[src/smsp_pkg.sv]
// shared constants, register map and types for the spi master/slave port
package smsp_pkg;
    // ------------------------------------------------------------------
    // register map (byte offsets)
    // ------------------------------------------------------------------
    localparam int          ADDR_W        = 8;
    localparam int          DATA_W        = 32;
    localparam int          NUM_SS        = 4;
    localparam logic [7:0]  REG_CTRL      = 8'h00;
    localparam logic [7:0]  REG_DIV       = 8'h04;
    localparam logic [7:0]  REG_DELAY     = 8'h08;
    localparam logic [7:0]  REG_GAP       = 8'h0C;
    localparam logic [7:0]  REG_MTX       = 8'h10;
    localparam logic [7:0]  REG_MRX       = 8'h14;
    localparam logic [7:0]  REG_CMD       = 8'h18;
    localparam logic [7:0]  REG_STATUS    = 8'h1C;
    localparam logic [7:0]  REG_STX       = 8'h20;
    localparam logic [7:0]  REG_SRX       = 8'h24;

    // ------------------------------------------------------------------
    // fields and reset values
    // ------------------------------------------------------------------
    typedef struct packed {
        logic [1:0] ss_sel;     // which select line the master drives
        logic       mosi_en;    // mosi pin connected
        logic       miso_en;    // miso pin connected
        logic       fast;       // divider-only fast master mode
        logic       w32;        // 1: 32-bit words, 0: 8-bit words
        logic       cpol;
        logic       cpha;
    } smsp_ctrl_t;

    localparam logic [7:0]  CTRL_RST      = 8'h30;
    localparam int          CMD_START_BIT = 0;
    localparam int          ST_W          = 7;
    localparam int          ST_M_BUSY     = 0;
    localparam int          ST_M_DONE     = 1;
    localparam int          ST_M_REFUSED  = 2;
    localparam int          ST_S_REQ      = 3;
    localparam int          ST_S_END      = 4;
    localparam int          ST_S_RXVALID  = 5;
    localparam int          ST_S_ACTIVE   = 6;
    localparam int          CNT_W         = 16;
    localparam logic [15:0] DIV_RST       = 16'h0004;
    localparam logic [15:0] SLOW_MIN_DIV  = 16'h0002;
    localparam logic [15:0] DELAY_RST     = 16'h0002;
    localparam logic [15:0] GAP_RST       = 16'h0004;
    localparam logic [5:0]  BITS_8        = 6'h08;
    localparam logic [5:0]  BITS_32       = 6'h20;

    // serial pin inputs, synchronised as one group
    typedef struct packed {
        logic m_miso;
        logic s_sclk;
        logic s_ss;
        logic s_mosi;
    } smsp_pins_t;

    typedef enum logic [1:0] { M_IDLE, M_SETUP, M_SHIFT } smsp_mstate_t;
endpackage : smsp_pkg

[src/smsp_port.sv]
// spi master and slave port with a plain register port
//------------------------------------------------------------------------------
// Summary of operation
//------------------------------------------------------------------------------
// Summary of operation
// - master asserts select before clocks, drops after
// - both ends shift data while select asserted
// - slave select active high; ignore lines when low
// - cpol0 cpha1: launch rising, sample falling
// - cpol0 cpha0: preset bit, sample rising edges
// - cpol1 cpha0: preset bit, sample falling edges
// - cpol1 cpha1: launch falling, sample rising
// - programmable delay from select to first data
// - programmable minimum select deassert gap
// - fast mode: serial clock from programmable divider
// - master works with mosi or miso absent
// - fast mode refused without miso
// - one select per slave, at most one asserted
// - slave requests transmit data on select assertion
// - slave reports transaction end on deassertion
// - slave word width 8 or 32 bits
// - early start stalls until gap has elapsed
// - slave always needs its mosi input
//
// Design decisions made here: the register addresses and the address-and-strobe port.
`timescale 1ns/1ps
module smsp_port
    import smsp_pkg::*;
(
    input  wire logic              clk_sys_i,    // 20 MHz system clock
    input  wire logic              srst_i,       // synchronous reset, active high
    input  wire logic [ADDR_W-1:0] addr_i,       // register byte address
    input  wire logic [DATA_W-1:0] wdata_i,      // write data
    input  wire logic              wr_i,         // write strobe
    input  wire logic              rd_i,         // read strobe
    output logic      [DATA_W-1:0] rdata_o,      // read data, cycle after rd_i
    output logic                   m_sclk_o,     // master serial clock
    output logic                   m_mosi_o,     // master data out
    output logic                   m_mosi_oe_o,  // master data out enable
    input  wire logic              m_miso_i,     // master data in (async)
    output logic      [NUM_SS-1:0] m_ss_o,       // master selects, active high
    input  wire logic              s_sclk_i,     // slave serial clock (async)
    input  wire logic              s_ss_i,       // slave select (async)
    input  wire logic              s_mosi_i,     // slave data in (async)
    output logic                   s_miso_o,     // slave data out
    output logic                   s_miso_oe_o,  // slave data out enable
    output logic                   slv_req_o,    // pulse: client must supply tx data
    output logic                   slv_end_o     // pulse: transaction ended
);
    // ------------------------------------------------------------------
    // helpers
    // ------------------------------------------------------------------
    function automatic logic [5:0] word_bits(input logic w32);
        return w32 ? BITS_32 : BITS_8;
    endfunction : word_bits

    // msb of the active word always sits at bit 31
    function automatic logic [31:0] align_word(input logic [31:0] d, input logic w32);
        return w32 ? d : {d[7:0], 24'h000000};
    endfunction : align_word

    // ------------------------------------------------------------------
    // pin synchronisers
    // ------------------------------------------------------------------
    smsp_pins_t pin_meta_r, pin_sync_r, pin_dly_r;

    always_ff @(posedge clk_sys_i) begin
        pin_meta_r <= '{m_miso: m_miso_i, s_sclk: s_sclk_i, s_ss: s_ss_i, s_mosi: s_mosi_i};
        pin_sync_r <= pin_meta_r;
        pin_dly_r  <= pin_sync_r;
    end

    // ------------------------------------------------------------------
    // registers
    // ------------------------------------------------------------------
    smsp_ctrl_t           cfg_r;
    logic [CNT_W-1:0]     div_r, dly_r, gap_r;
    logic [31:0]          mtx_r, mrx_r, stx_r, srx_r;
    logic [ST_W-1:0]      st_sticky_r, st_set, st_clr;
    logic                 pend_r;
    logic                 start_wr;
    smsp_mstate_t         mst_r;

    assign start_wr = wr_i && addr_i == REG_CMD && wdata_i[CMD_START_BIT];

    always_ff @(posedge clk_sys_i) begin
        if (srst_i) begin
            cfg_r <= smsp_ctrl_t'(CTRL_RST);
            div_r <= DIV_RST;
            dly_r <= DELAY_RST;
            gap_r <= GAP_RST;
            mtx_r <= 32'h00000000;
            stx_r <= 32'h00000000;
        end else if (wr_i) begin
            if (addr_i == REG_CTRL) begin
                cfg_r <= smsp_ctrl_t'(wdata_i[7:0]);
            end else if (addr_i == REG_DIV) begin
                div_r <= wdata_i[CNT_W-1:0];
            end else if (addr_i == REG_DELAY) begin
                dly_r <= wdata_i[CNT_W-1:0];
            end else if (addr_i == REG_GAP) begin
                gap_r <= wdata_i[CNT_W-1:0];
            end else if (addr_i == REG_MTX) begin
                mtx_r <= wdata_i;
            end else if (addr_i == REG_STX) begin
                stx_r <= wdata_i;
            end
        end
    end

    // a start asked for while busy or in the gap stays pending until idle and the gap is over
    always_ff @(posedge clk_sys_i) begin
        if (srst_i) begin
            pend_r <= 1'b0;
        end else if (start_wr && !(cfg_r.fast && !cfg_r.miso_en)) begin
            pend_r <= 1'b1;
        end else if (mst_r == M_IDLE && gap_cnt_r == '0) begin
            pend_r <= 1'b0;
        end
    end

    // sticky status: write one to clear, a hardware set in the same cycle wins
    assign st_clr = (wr_i && addr_i == REG_STATUS) ? wdata_i[ST_W-1:0] : '0;

    always_ff @(posedge clk_sys_i) begin
        if (srst_i) begin
            st_sticky_r <= '0;
        end else begin
            st_sticky_r <= (st_sticky_r & ~st_clr) | st_set;
        end
    end

    always_ff @(posedge clk_sys_i) begin
        if (srst_i) begin
            rdata_o <= '0;
        end else if (rd_i) begin
            if (addr_i == REG_CTRL) begin
                rdata_o <= {24'h000000, cfg_r};
            end else if (addr_i == REG_DIV) begin
                rdata_o <= {16'h0000, div_r};
            end else if (addr_i == REG_DELAY) begin
                rdata_o <= {16'h0000, dly_r};
            end else if (addr_i == REG_GAP) begin
                rdata_o <= {16'h0000, gap_r};
            end else if (addr_i == REG_MTX) begin
                rdata_o <= mtx_r;
            end else if (addr_i == REG_MRX) begin
                rdata_o <= mrx_r;
            end else if (addr_i == REG_STATUS) begin
                rdata_o <= {25'h0000000, st_sticky_r};
            end else if (addr_i == REG_STX) begin
                rdata_o <= stx_r;
            end else if (addr_i == REG_SRX) begin
                rdata_o <= srx_r;
            end else begin
                rdata_o <= '0;
            end
        end
    end

    // ------------------------------------------------------------------
    // master
    // ------------------------------------------------------------------
    logic [CNT_W-1:0] cnt_r, gap_cnt_r, half_div;
    logic [6:0]       edge_r;
    logic [31:0]      mtx_sr_r, mrx_sr_r;
    logic [6:0]       m_edges;
    logic             m_lead, m_last_edge, m_done;

    // slow mode keeps a floor on the half period; fast mode runs at the divider
    assign half_div    = (cfg_r.fast || div_r > SLOW_MIN_DIV) ? div_r : SLOW_MIN_DIV;
    assign m_edges     = {word_bits(cfg_r.w32), 1'b0};
    assign m_lead      = !edge_r[0];
    assign m_last_edge = edge_r == m_edges - 7'd1;
    assign m_done      = mst_r == M_SHIFT && cnt_r == '0 && edge_r == m_edges;

    always_ff @(posedge clk_sys_i) begin
        if (srst_i) begin
            mst_r       <= M_IDLE;
            m_ss_o      <= '0;
            m_sclk_o    <= 1'b0;
            m_mosi_o    <= 1'b0;
            m_mosi_oe_o <= 1'b0;
            cnt_r       <= '0;
            gap_cnt_r   <= '0;
            edge_r      <= '0;
            mtx_sr_r    <= '0;
            mrx_sr_r    <= '0;
            mrx_r       <= '0;
        end else begin
            m_mosi_oe_o <= cfg_r.mosi_en;
            case (mst_r)
                M_IDLE: begin
                    m_sclk_o <= cfg_r.cpol;
                    if (gap_cnt_r != '0) begin
                        gap_cnt_r <= gap_cnt_r - 1'b1;
                    end else if (pend_r) begin
                        m_ss_o   <= NUM_SS'(1) << cfg_r.ss_sel;
                        mst_r    <= M_SETUP;
                        cnt_r    <= dly_r;
                        edge_r   <= '0;
                        mtx_sr_r <= align_word(mtx_r, cfg_r.w32);
                    end
                end
                M_SETUP: begin
                    if (cnt_r != '0) begin
                        cnt_r <= cnt_r - 1'b1;
                    end else begin
                        mst_r <= M_SHIFT;
                        cnt_r <= half_div;
                        if (!cfg_r.cpha) begin
                            m_mosi_o <= mtx_sr_r[31];
                            mtx_sr_r <= mtx_sr_r << 1;
                        end
                    end
                end
                M_SHIFT: begin
                    if (m_done) begin
                        m_ss_o    <= '0;
                        mst_r     <= M_IDLE;
                        gap_cnt_r <= gap_r;
                        mrx_r     <= cfg_r.w32 ? mrx_sr_r : {24'h000000, mrx_sr_r[7:0]};
                    end else if (cnt_r != '0) begin
                        cnt_r <= cnt_r - 1'b1;
                    end else begin
                        cnt_r    <= half_div;
                        edge_r   <= edge_r + 7'd1;
                        m_sclk_o <= ~m_sclk_o;
                        // sample on leading edges for cpha 0, trailing for cpha 1
                        if (m_lead == !cfg_r.cpha) begin
                            mrx_sr_r <= {mrx_sr_r[30:0], cfg_r.miso_en & pin_sync_r.m_miso};
                        end else if (cfg_r.cpha || !m_last_edge) begin
                            m_mosi_o <= mtx_sr_r[31];
                            mtx_sr_r <= mtx_sr_r << 1;
                        end
                    end
                end
                default: begin
                    mst_r <= M_IDLE;
                end
            endcase
        end
    end

    // ------------------------------------------------------------------
    // slave
    // ------------------------------------------------------------------
    logic        s_rise, s_fall, s_act, s_lead, s_trail;
    logic [31:0] stx_sr_r, srx_sr_r, stx_al;
    logic [5:0]  sbit_r;
    logic        s_word_done;

    assign stx_al  = align_word(stx_r, cfg_r.w32);

    assign s_rise  = pin_sync_r.s_ss && !pin_dly_r.s_ss;
    assign s_fall  = !pin_sync_r.s_ss && pin_dly_r.s_ss;
    // clock and data count only while select is high and was high before
    assign s_act   = pin_sync_r.s_ss && pin_dly_r.s_ss;
    assign s_lead  = s_act && pin_sync_r.s_sclk != pin_dly_r.s_sclk && pin_dly_r.s_sclk == cfg_r.cpol;
    assign s_trail = s_act && pin_sync_r.s_sclk != pin_dly_r.s_sclk && pin_dly_r.s_sclk != cfg_r.cpol;
    assign s_word_done = (s_lead == !cfg_r.cpha) && (s_lead || s_trail)
                         && sbit_r == word_bits(cfg_r.w32) - 6'd1;

    always_ff @(posedge clk_sys_i) begin
        if (srst_i) begin
            s_miso_o    <= 1'b0;
            s_miso_oe_o <= 1'b0;
            slv_req_o   <= 1'b0;
            slv_end_o   <= 1'b0;
            stx_sr_r    <= '0;
            srx_sr_r    <= '0;
            srx_r       <= '0;
            sbit_r      <= '0;
        end else begin
            s_miso_oe_o <= pin_sync_r.s_ss;
            slv_req_o   <= s_rise;
            slv_end_o   <= s_fall;
            if (s_rise) begin
                sbit_r <= '0;
                if (!cfg_r.cpha) begin
                    s_miso_o <= stx_al[31];
                    stx_sr_r <= stx_al << 1;
                end else begin
                    stx_sr_r <= stx_al;
                end
            end else if (s_lead || s_trail) begin
                if (s_lead == !cfg_r.cpha) begin
                    // mosi is always read: the slave has no way to run without it
                    srx_sr_r <= {srx_sr_r[30:0], pin_sync_r.s_mosi};
                    if (s_word_done) begin
                        sbit_r   <= '0;
                        srx_r    <= cfg_r.w32 ? {srx_sr_r[30:0], pin_sync_r.s_mosi}
                                              : {24'h000000, srx_sr_r[6:0], pin_sync_r.s_mosi};
                        stx_sr_r <= align_word(stx_r, cfg_r.w32);
                    end else begin
                        sbit_r <= sbit_r + 6'd1;
                    end
                end else begin
                    s_miso_o <= stx_sr_r[31];
                    stx_sr_r <= stx_sr_r << 1;
                end
            end
        end
    end

    always_comb begin
        st_set               = '0;
        st_set[ST_M_BUSY]    = mst_r != M_IDLE;
        st_set[ST_M_DONE]    = m_done;
        st_set[ST_M_REFUSED] = start_wr && cfg_r.fast && !cfg_r.miso_en;
        st_set[ST_S_REQ]     = s_rise;
        st_set[ST_S_END]     = s_fall;
        st_set[ST_S_RXVALID] = s_word_done;
        st_set[ST_S_ACTIVE]  = s_act;
    end

    // ------------------------------------------------------------------
    // assertions
    // ------------------------------------------------------------------
    logic [CNT_W-1:0] sel_age_r, idle_age_r;

    always_ff @(posedge clk_sys_i) begin
        if (srst_i || m_ss_o == '0) begin
            sel_age_r <= '0;
        end else if (sel_age_r != '1) begin
            sel_age_r <= sel_age_r + 1'b1;
        end
    end

    always_ff @(posedge clk_sys_i) begin
        if (srst_i) begin
            idle_age_r <= '1;
        end else if (m_ss_o != '0) begin
            idle_age_r <= '0;
        end else if (idle_age_r != '1) begin
            idle_age_r <= idle_age_r + 1'b1;
        end
    end
endmodule : smsp_port

[config.mk]
export PLATFORM = sky130hd
export DESIGN_NAME = smsp_port
export DESIGN_NICKNAME = d
export VERILOG_FILES = /design/src/smsp_pkg.sv /design/src/smsp_port.sv
export SDC_FILE = /design/constraint.sdc
export NUM_CORES = 1
export LEC_CHECK = 0
export ABC_AREA = 1
export BUFFER_PORTS_ARGS = -buffer_cell sky130_fd_sc_hd__buf_2
export CAP_MARGIN = 20
export CORE_UTILIZATION = 29
export DETAILED_ROUTE_END_ITERATION = 6
export SLEW_MARGIN = 20
export SYNTH_ARGS = -nofsm -noshare
export SYNTH_HDL_FRONTEND = slang
export SYNTH_SLANG_ARGS = --single-unit
[constraint.sdc]
create_clock -name clk_sys_i -period 2.12 [get_ports clk_sys_i]
set_clock_uncertainty 0.2 [all_clocks]
set_input_delay 0.212 -clock clk_sys_i [delete_from_list [all_inputs] [get_ports clk_sys_i]]
set_output_delay 0.212 -clock clk_sys_i [all_outputs]
set_load 0.005 [all_outputs]
==> results of run 1 <==
## cells in the final DEF, fill, tap and decap left out, drive strengths merged, types with 2 or more instances in the layout
| master | count |
|---|---|
| clkbuf | 86 |
| o21ai | 272 |
| o22ai | 8 |
| buf | 342 |
| a22oi | 24 |
| o31ai | 13 |
| ha | 11 |
| a211oi | 22 |
| dlygate4sd3 | 44 |
| o211ai | 23 |
| nand2 | 544 |
| nand4 | 12 |
| inv | 240 |
| nor3 | 60 |
| nor2 | 294 |
| or2 | 5 |
| dfxtp | 419 |
| o21bai | 3 |
| xor2 | 16 |
| clkinv | 7 |
| a21oi | 388 |
| mux2i | 8 |
| nor3b | 2 |
| bufinv | 4 |
| nand3 | 191 |
## timing repair
| action | in CTS | in global routing |
|---|---|---|
| endpoints found under the setup margin | 179 | 231 |
| cloned | 3 | 18 |
| hold buffers | 44 | 0 |
| buffers inserted | 6 | 17 |
| resized for setup | 39 | 141 |
| endpoints found under the hold margin | 191 | 0 |
| pin swaps | 13 | 44 |
## how the worst min path moves through the flow
stage / from / endpoint / slack [ns]
after floorplan: s_mosi_i / pin_meta_r[0]$_DFF_P_ / 0.04
after global placement: pin_meta_r[3]$_DFF_P_ / pin_sync_r[3]$_DFF_P_ / 0.11
after detailed placement: pin_meta_r[3]$_DFF_P_ / pin_sync_r[3]$_DFF_P_ / 0.11
after CTS: s_mosi_i / pin_meta_r[0]$_DFF_P_ / 0.01
after global routing: s_mosi_i / pin_meta_r[0]$_DFF_P_ / 0.04
final: s_mosi_i / pin_meta_r[0]$_DFF_P_ / 0.04
## state kept, by name (all words and copies together) (netlist names), 2 cells and up
register     cells
mst_r            2
mrx_sr_r        32
stx_r           32
srx_sr_r        31
sbit_r           6
rdata_o         32
mrx_r           32
dly_r           16
pin_sync_r       4
mtx_sr_r        32
stx_sr_r        32
gap_r           16
srx_r           32
st_sticky_r      7
gap_cnt_r       16
cnt_r           16
edge_r           7
mtx_r           32
pin_meta_r       4
cfg_r            8
m_ss_o           4
div_r           16
pin_dly_r        2
## final cells by class
class                      count  area [sq um]  area share
antenna                        1          2.50   0.0000988
clock buffer                  69          1370      0.0541
clock inverter                13           188     0.00741
inverter                     239           916      0.0362
multi-input combinational   1904          9450       0.373
sequential                   419          8410       0.332
tap                          855          1070      0.0423
timing repair buffer         403          3910       0.155
## power by group
group          internal, uW  switching (uW)  total [uW]
Sequential             8090             125        8220
Clock                  4950            3440        8400
Combinational          1100            1450        2550
## stage by stage
stage | instance area [sq um] | hold slack (ns) | setup WS (ns) | total power, uW
after CTS | 24300 | 0.0117 | -0.00455 | 19100
after detailed placement | 22000 | 0.113 | -0.310 | 10700
final | 25300 | 0.0370 | -0.0721 | 19200
after global routing | 25300 | 0.0403 | -0.125 | 19900
after floorplan | 19100 | 0.0397 | 0.102 | 9770
after global placement | 22000 | 0.112 | -0.292 | 10700
## cells in the mapped netlist (3+ instances only)
cell type and instances:
a21oi_1 387, nand4_1 12, dfxtp_1 419, ha_1 11
nor3_1 58, or2_2 5, xor2_1 16, nand2_1 540
o21ai_0 271, nor2_1 281, o21bai_1 3, a211oi_1 22
nor2_4 6, buf_1 5, nor2_2 7, a22oi_1 24
inv_2 8, o31ai_1 13, mux2i_1 8, nand2_2 4
buf_2 44, inv_1 229, o22ai_1 8, nand3_1 188
buf_4 9, o211ai_1 23, clkbuf_1 114
## per-layer routing
layer	vias to the layer above	wire length, um
met5	-	14
met4	2	2010
met1	9197	31700
met3	113	5080
li1	9641	-
met2	674	31800
## cells by family (layout without fill, tap and decap cells)
family          after synthesis  after routing  synth area share
compound gates              758            758             0.212
xor+xnor                     17             17           0.00780
fa+ha+maj                    11             11           0.00721
buf+inv                     411            724            0.0855
flops                       419            419             0.440
mux                           8              8           0.00420
other cells                   0              1                 0
simple gates               1110           1110             0.244
==> flow_metrics.env, run 1 <==
export IMPL_run_status="complete, but fails checks"
export IMPL_failed_checks="setup timing"
export IMPL_gp_routability_congestion=0.973
export IMPL_period_share=1.03
export IMPL_layout_drive_gt1_share=0.187
export IMPL_floorplan_core_area_sq_mm=0.0647
export IMPL_grt_resource_usage_total=0.200
export IMPL_critical_path_startpoint_type="flop"
export IMPL_num_nets_final=3072
export IMPL_clockRootBuffer="clkbuf_16"
export IMPL_synth_cells=2734
export IMPL_avgViaCountPerCell=5.03
export IMPL_worstPathRequired_ns=2.41
export IMPL_clk_transition_reported_paths_ns=0.06
export IMPL_cp_data_arrival_time_ns=2.48
export IMPL_numCtsBuffers=46
export IMPL_synthDistinctLibCells=43
export IMPL_total_instance_count_after_detailed_placement=3733
export IMPL_final_hold_violation_count=0
export IMPL_placement_rows=93
export IMPL_fin_util=0.391
export IMPL_grt_antenna_before_repair=3
export IMPL_synth_ff_type="dfxtp_1"
export IMPL_power_per_cell_area_mw_per_mm2=757
export IMPL_layout_area_overhead_vs_synth_pct=32.7
export IMPL_first_pass_iters=6
export IMPL_crit_fanout=10
export IMPL_grt_first_pass_wirelength_mm=105
export IMPL_n_fill_cell=6718
export IMPL_met3_usage=0.0335
export IMPL_max_cap_viol_count=0
export IMPL_cp_startpoint="edge_r[1]$_SDFFE_PP0P_"
export IMPL_grt_overflow=0
export IMPL_design_die_area_sq_mm=0.0668
export IMPL_critical_path_buf_inv_count=4
export IMPL_syn_cell_area_sq_mm=0.0191
export IMPL_critPathTopFamily="simple AND/OR/NAND/NOR gates"
export IMPL_place_port_buffers=90
export IMPL_r2r_start="edge_r[1]$_SDFFE_PP0P_"
export IMPL_synth_largest_area_cell="dfxtp_1"
export IMPL_ys_seq_area_frac=0.440
export IMPL_cts_sinks=419
export IMPL_maximum_cell_stage_delay_along_the_critical_path_ns=0.32
export IMPL_slowest_stage_cell_on_the_critical_path="dfxtp_2"
export IMPL_leakage_uw=0.0100
export IMPL_timing_final_max_slew_violations=0
export IMPL_cts_tree="yes"
export IMPL_fin_cells=3903
export IMPL_post_synth_top_area_fraction=0.440
export IMPL_synthTopCellsByArea="dfxtp_1, nand2_1, a21oi_1"
export IMPL_drc=0
export IMPL_min_path_cells=2
export IMPL_syn_area_per_cell_sq_um=6.98
export IMPL_routed_wirelength_mm=70.6
export IMPL_post_dp_hpwl_mm=48.9
export IMPL_met1_usage=0.280
export IMPL_die_height_um=259
export IMPL_antenna_violating_nets_post_route=0
export IMPL_cts_htree_levels=2
export IMPL_starting_density=0.295
export IMPL_mappedNetlistNets=2793
export IMPL_timing_reg2reg_worst_path_depth=12
export IMPL_worst_slew_pin_transition_ns=0.552
export IMPL_rsz_0062_raised_after_global_routing="true"
export IMPL_critPathCaptureType="flop"
export IMPL_yosys_register_bits=419
export IMPL_grt_pass1_vias=17724
export IMPL_cp_depth=12
export IMPL_maxClockFrequency_mhz=456
export IMPL_detailedRoute_firstIterationViolations=2057
export IMPL_num_vias=19627
export IMPL_maximum_number_of_pins_on_one_net_before_global_route_repair=75
export IMPL_worstReg2RegEnd="mtx_sr_r[4]$_SDFFE_PP0P_"
export IMPL_cts_root_to_sink_buffers=3
export IMPL_insertion_delay_ns=0.61
export IMPL_holdCritPathClass="in2reg"
export IMPL_crit_chain="inv_2 > ha_4 > nand4_1 > nor3_4 > buf_12 > nor2_4 > nor2_4 > nor2_4 > buf_12 > clkbuf_16 > a21oi_2 > nor2_1"
export IMPL_critPathKind="reg2reg"
export IMPL_synth_yosys_warnings=0
export IMPL_met2_usage=0.315
export IMPL_worst_r2r_setup_slack_ns=-0.07
export IMPL_setup_violations_final=30
export IMPL_critical_path_endpoint="mtx_sr_r[4]$_SDFFE_PP0P_"
export IMPL_pin_count=91
export IMPL_worst_case_headroom_to_the_max_slew_limit=0.631
export IMPL_grt_most_used_layer="met2"
export IMPL_fin_setup_tns_ns=-0.802
export IMPL_post_route_min_period_ns=2.19
export IMPL_wire_per_inst_um=18.1
export IMPL_synth_edf_count=0
export IMPL_floorplan_die_width_um=259
export IMPL_synthArstFlopShare=0
export IMPL_maximum_vdd_drop_v=0.000605
export IMPL_crit_path_frequent_cell="nor2_4"
export IMPL_post_route_worst_setup_slack_ns=-0.0721
(Power assumes the default switching activity.)
==> run 2: changes to the inputs <==
--- a/config.mk
+++ b/config.mk
@@ -6,9 +6,10 @@
 export NUM_CORES = 1
 export LEC_CHECK = 0
 export ABC_AREA = 1
-export BUFFER_PORTS_ARGS = -buffer_cell sky130_fd_sc_hd__buf_2
+export BUFFER_PORTS_ARGS = -buffer_cell sky130_fd_sc_hd__buf_4
 export CAP_MARGIN = 20
 export CORE_UTILIZATION = 29
+export CTS_CLUSTER_SIZE = 16
 export DETAILED_ROUTE_END_ITERATION = 6
 export SLEW_MARGIN = 20
 export SYNTH_ARGS = -nofsm -noshare
==> run 2 against run 1 <==
Against the previous run: the run still ends with setup timing left; clock power grew 15%; fmax up 0.28%; final cell count fell by 0.23%; core utilization rose by 0.70 points; hold slack better by 0.0094 ns; sequential power hardly changed; non-clock buffer count decreased by 16; critical endpoint is now mrx_r[3]$_SDFFE_PP0P_; largest cell class unchanged; largest power group unchanged.
==> flow_metrics.env, run 2 (same netlist as run 1, synthesis figures left out) <==
export IMPL_starting_density=0.295
export IMPL_cts_tree="yes"
export IMPL_met3_usage=0.0302
export IMPL_failed_checks="setup timing"
export IMPL_met2_usage=0.314
export IMPL_power_per_cell_area_mw_per_mm2=797
export IMPL_numCtsBuffers=48
export IMPL_grt_pass1_vias=17548
export IMPL_r2r_start="edge_r[1]$_SDFFE_PP0P_"
export IMPL_gp_routability_congestion=0.973
export IMPL_worst_r2r_setup_slack_ns=-0.07
export IMPL_placement_rows=93
export IMPL_dp_slack_ns=-0.293
export IMPL_floorplan_core_area_sq_mm=0.0647
export IMPL_min_to="pin_meta_r[3]$_DFF_P_"
export IMPL_wire_per_inst_um=17.6
export IMPL_cts_htree_levels=2
export IMPL_grt_first_pass_wirelength_mm=102
export IMPL_crit_fanout=8
export IMPL_layout_area_overhead_vs_synth_pct=35.0
export IMPL_cp_data_arrival_time_ns=2.48
export IMPL_worst_case_headroom_to_the_max_slew_limit=0.641
export IMPL_worstReg2RegEnd="mrx_r[3]$_SDFFE_PP0P_"
export IMPL_design_die_area_sq_mm=0.0668
export IMPL_placement_cell_area_sq_mm=0.0221
export IMPL_maximum_number_of_pins_on_one_net_before_global_route_repair=113
export IMPL_worst_hold_startpoint="m_miso_i"
export IMPL_timing_reg2reg_worst_path_depth=10
export IMPL_maximum_cell_stage_delay_along_the_critical_path_ns=0.32
export IMPL_grt_overflow=0
export IMPL_routed_wirelength_mm=68.6
export IMPL_leakage_uw=0.0101
export IMPL_min_path_cells=2
export IMPL_final_area_sq_mm=0.0258
export IMPL_first_pass_iters=5
export IMPL_worst_slew_pin_transition_ns=0.537
export IMPL_worstPathRequired_ns=2.42
export IMPL_final_cell_mix="nand2_1, dfxtp_1, a21oi_1"
export IMPL_timing_final_max_slew_violations=0
export IMPL_detailedRoute_firstIterationViolations=2075
export IMPL_insertion_delay_ns=0.61
export IMPL_layout_drive_gt1_share=0.201
export IMPL_num_nets_final=3058
export IMPL_floorplan_die_width_um=259
export IMPL_drc=0
export IMPL_critPathKind="reg2reg"
export IMPL_place_port_buffers=90
export IMPL_slowest_stage_cell_on_the_critical_path="dfxtp_2"
export IMPL_met1_usage=0.268
export IMPL_grt_most_used_layer="met2"
export IMPL_maximum_vdd_drop_v=0.000536
export IMPL_post_route_min_period_ns=2.19
export IMPL_clockRootBuffer="clkbuf_16"
export IMPL_post_route_worst_setup_slack_ns=-0.0660
export IMPL_cts_sinks=419
export IMPL_grt_antenna_before_repair=0
export IMPL_cts_root_to_sink_buffers=3
export IMPL_max_cap_viol_count=0
export IMPL_clk_transition_reported_paths_ns=0.06
export IMPL_setup_violations_final=52
export IMPL_grt_resource_usage_total=0.196
export IMPL_layout_commonest_cell="nand2_1"
export IMPL_diodes_inserted=0
export IMPL_pin_count=91
export IMPL_n_fill_cell=6709
export IMPL_avgViaCountPerCell=4.99
export IMPL_critPathCaptureType="flop"
export IMPL_post_dp_hpwl_mm=47.2
export IMPL_holdCritPathClass="in2reg"
export IMPL_die_height_um=259
export IMPL_critical_path_startpoint_type="flop"
export IMPL_period_share=1.03
export IMPL_num_vias=19437
export IMPL_antenna_violating_nets_post_route=0
export IMPL_maxClockFrequency_mhz=457
export IMPL_crit_chain="inv_2 > ha_4 > nand4_1 > nor3_4 > buf_6 > nand2_8 > clkinvlp_4 > clkbuf_16 > buf_12 > a21oi_2"
export IMPL_final_hold_violation_count=0
export IMPL_run_status="complete, but fails checks"
export IMPL_rsz_0062_raised_after_global_routing="true"
-- run 2: changes by cell type in the layout (fill, tap and decap cells not counted), moves of 8 or more --
| cell | delta |
|---|---|
| buf_2 | -89 |
| buf_4 | +78 |
| nor2_4 | +14 |
| nor2_1 | -12 |
| clkbuf_16 | -10 |
| nor3_1 | -10 |
| nor3_2 | +10 |
| buf_6 | +8 |
| bufinv_16 | +8 |
-- run 2: power by group --
part           total, uW  internal (uW)  switching (uW)
registers           8200           8090             114
logic               2670           1160            1510
clock network       9660           5970            3690
-- run 2: worst max path at each step --
stage	start	endpoint	slack, ns	cells after the start
floorplan	mst_r[0]$_SDFFE_PP0P_	m_mosi_o$_SDFFE_PP0P_	0.10	9
global placement	mst_r[0]$_SDFFE_PP0P_	m_mosi_o$_SDFFE_PP0P_	-0.30	13
detailed placement	mst_r[0]$_SDFFE_PP0P_	m_mosi_o$_SDFFE_PP0P_	-0.29	13
CTS	mst_r[0]$_SDFFE_PP0P_	mtx_sr_r[4]$_SDFFE_PP0P_	-0.06	13
global route	mst_r[0]$_SDFFE_PP0P_	mrx_r[0]$_SDFFE_PP0P_	-0.12	10
finish	edge_r[1]$_SDFFE_PP0P_	mrx_r[3]$_SDFFE_PP0P_	-0.07	10
-- run 2: critical path, delay by kind of cell, from the launching register on --
kind            cells  cell delay, ns
buf+inv             5            0.85
simple gates        3            0.50
flops               1            0.32
fa+ha+maj           1            0.15
compound gates      1            0.05
-- run 2: layer usage --
| metal | up-vias | wire [um] |
|---|---|---|
| li1 | 9600 | - |
| met1 | 9085 | 30900 |
| met2 | 651 | 31400 |
| met3 | 101 | 4460 |
| met4 | 0 | 1820 |
| met5 | - | 0 |
-- run 2: area by class of cell --
class	instances	area (sq um)	share of cell area
clock inverter	28	515	0.0200
multi-input combinational	1904	9700	0.376
sequential	419	8400	0.326
tap	855	1070	0.0415
timing repair buffer	387	3830	0.149
clock buffer	62	1330	0.0518
inverter	239	921	0.0357
-- run 2: what timing repair did --
item,CTS,global route
setup buffers,6,23
pin swaps,15,55
endpoints found under the setup margin,110,230
resized for setup,45,202
hold endpoints to repair,171,0
cloned,5,7
hold buffers,45,0
-- run 2: per-stage QoR --
step	TNS, ns	utilization	instances	hold slack (ns)	power (uW)
4_1_cts	-1.17	0.382	3865	0.0157	20500
6_report	-1.13	0.398	3894	0.0464	20500
2_1_floorplan	0	-	2734	0.0397	9770
3_5_place_dp	-8.87	0.342	3719	0.114	10800
3_3_place_gp	-8.18	0.342	3719	0.114	10700
5_1_grt	-5.78	0.398	3894	0.0496	21300
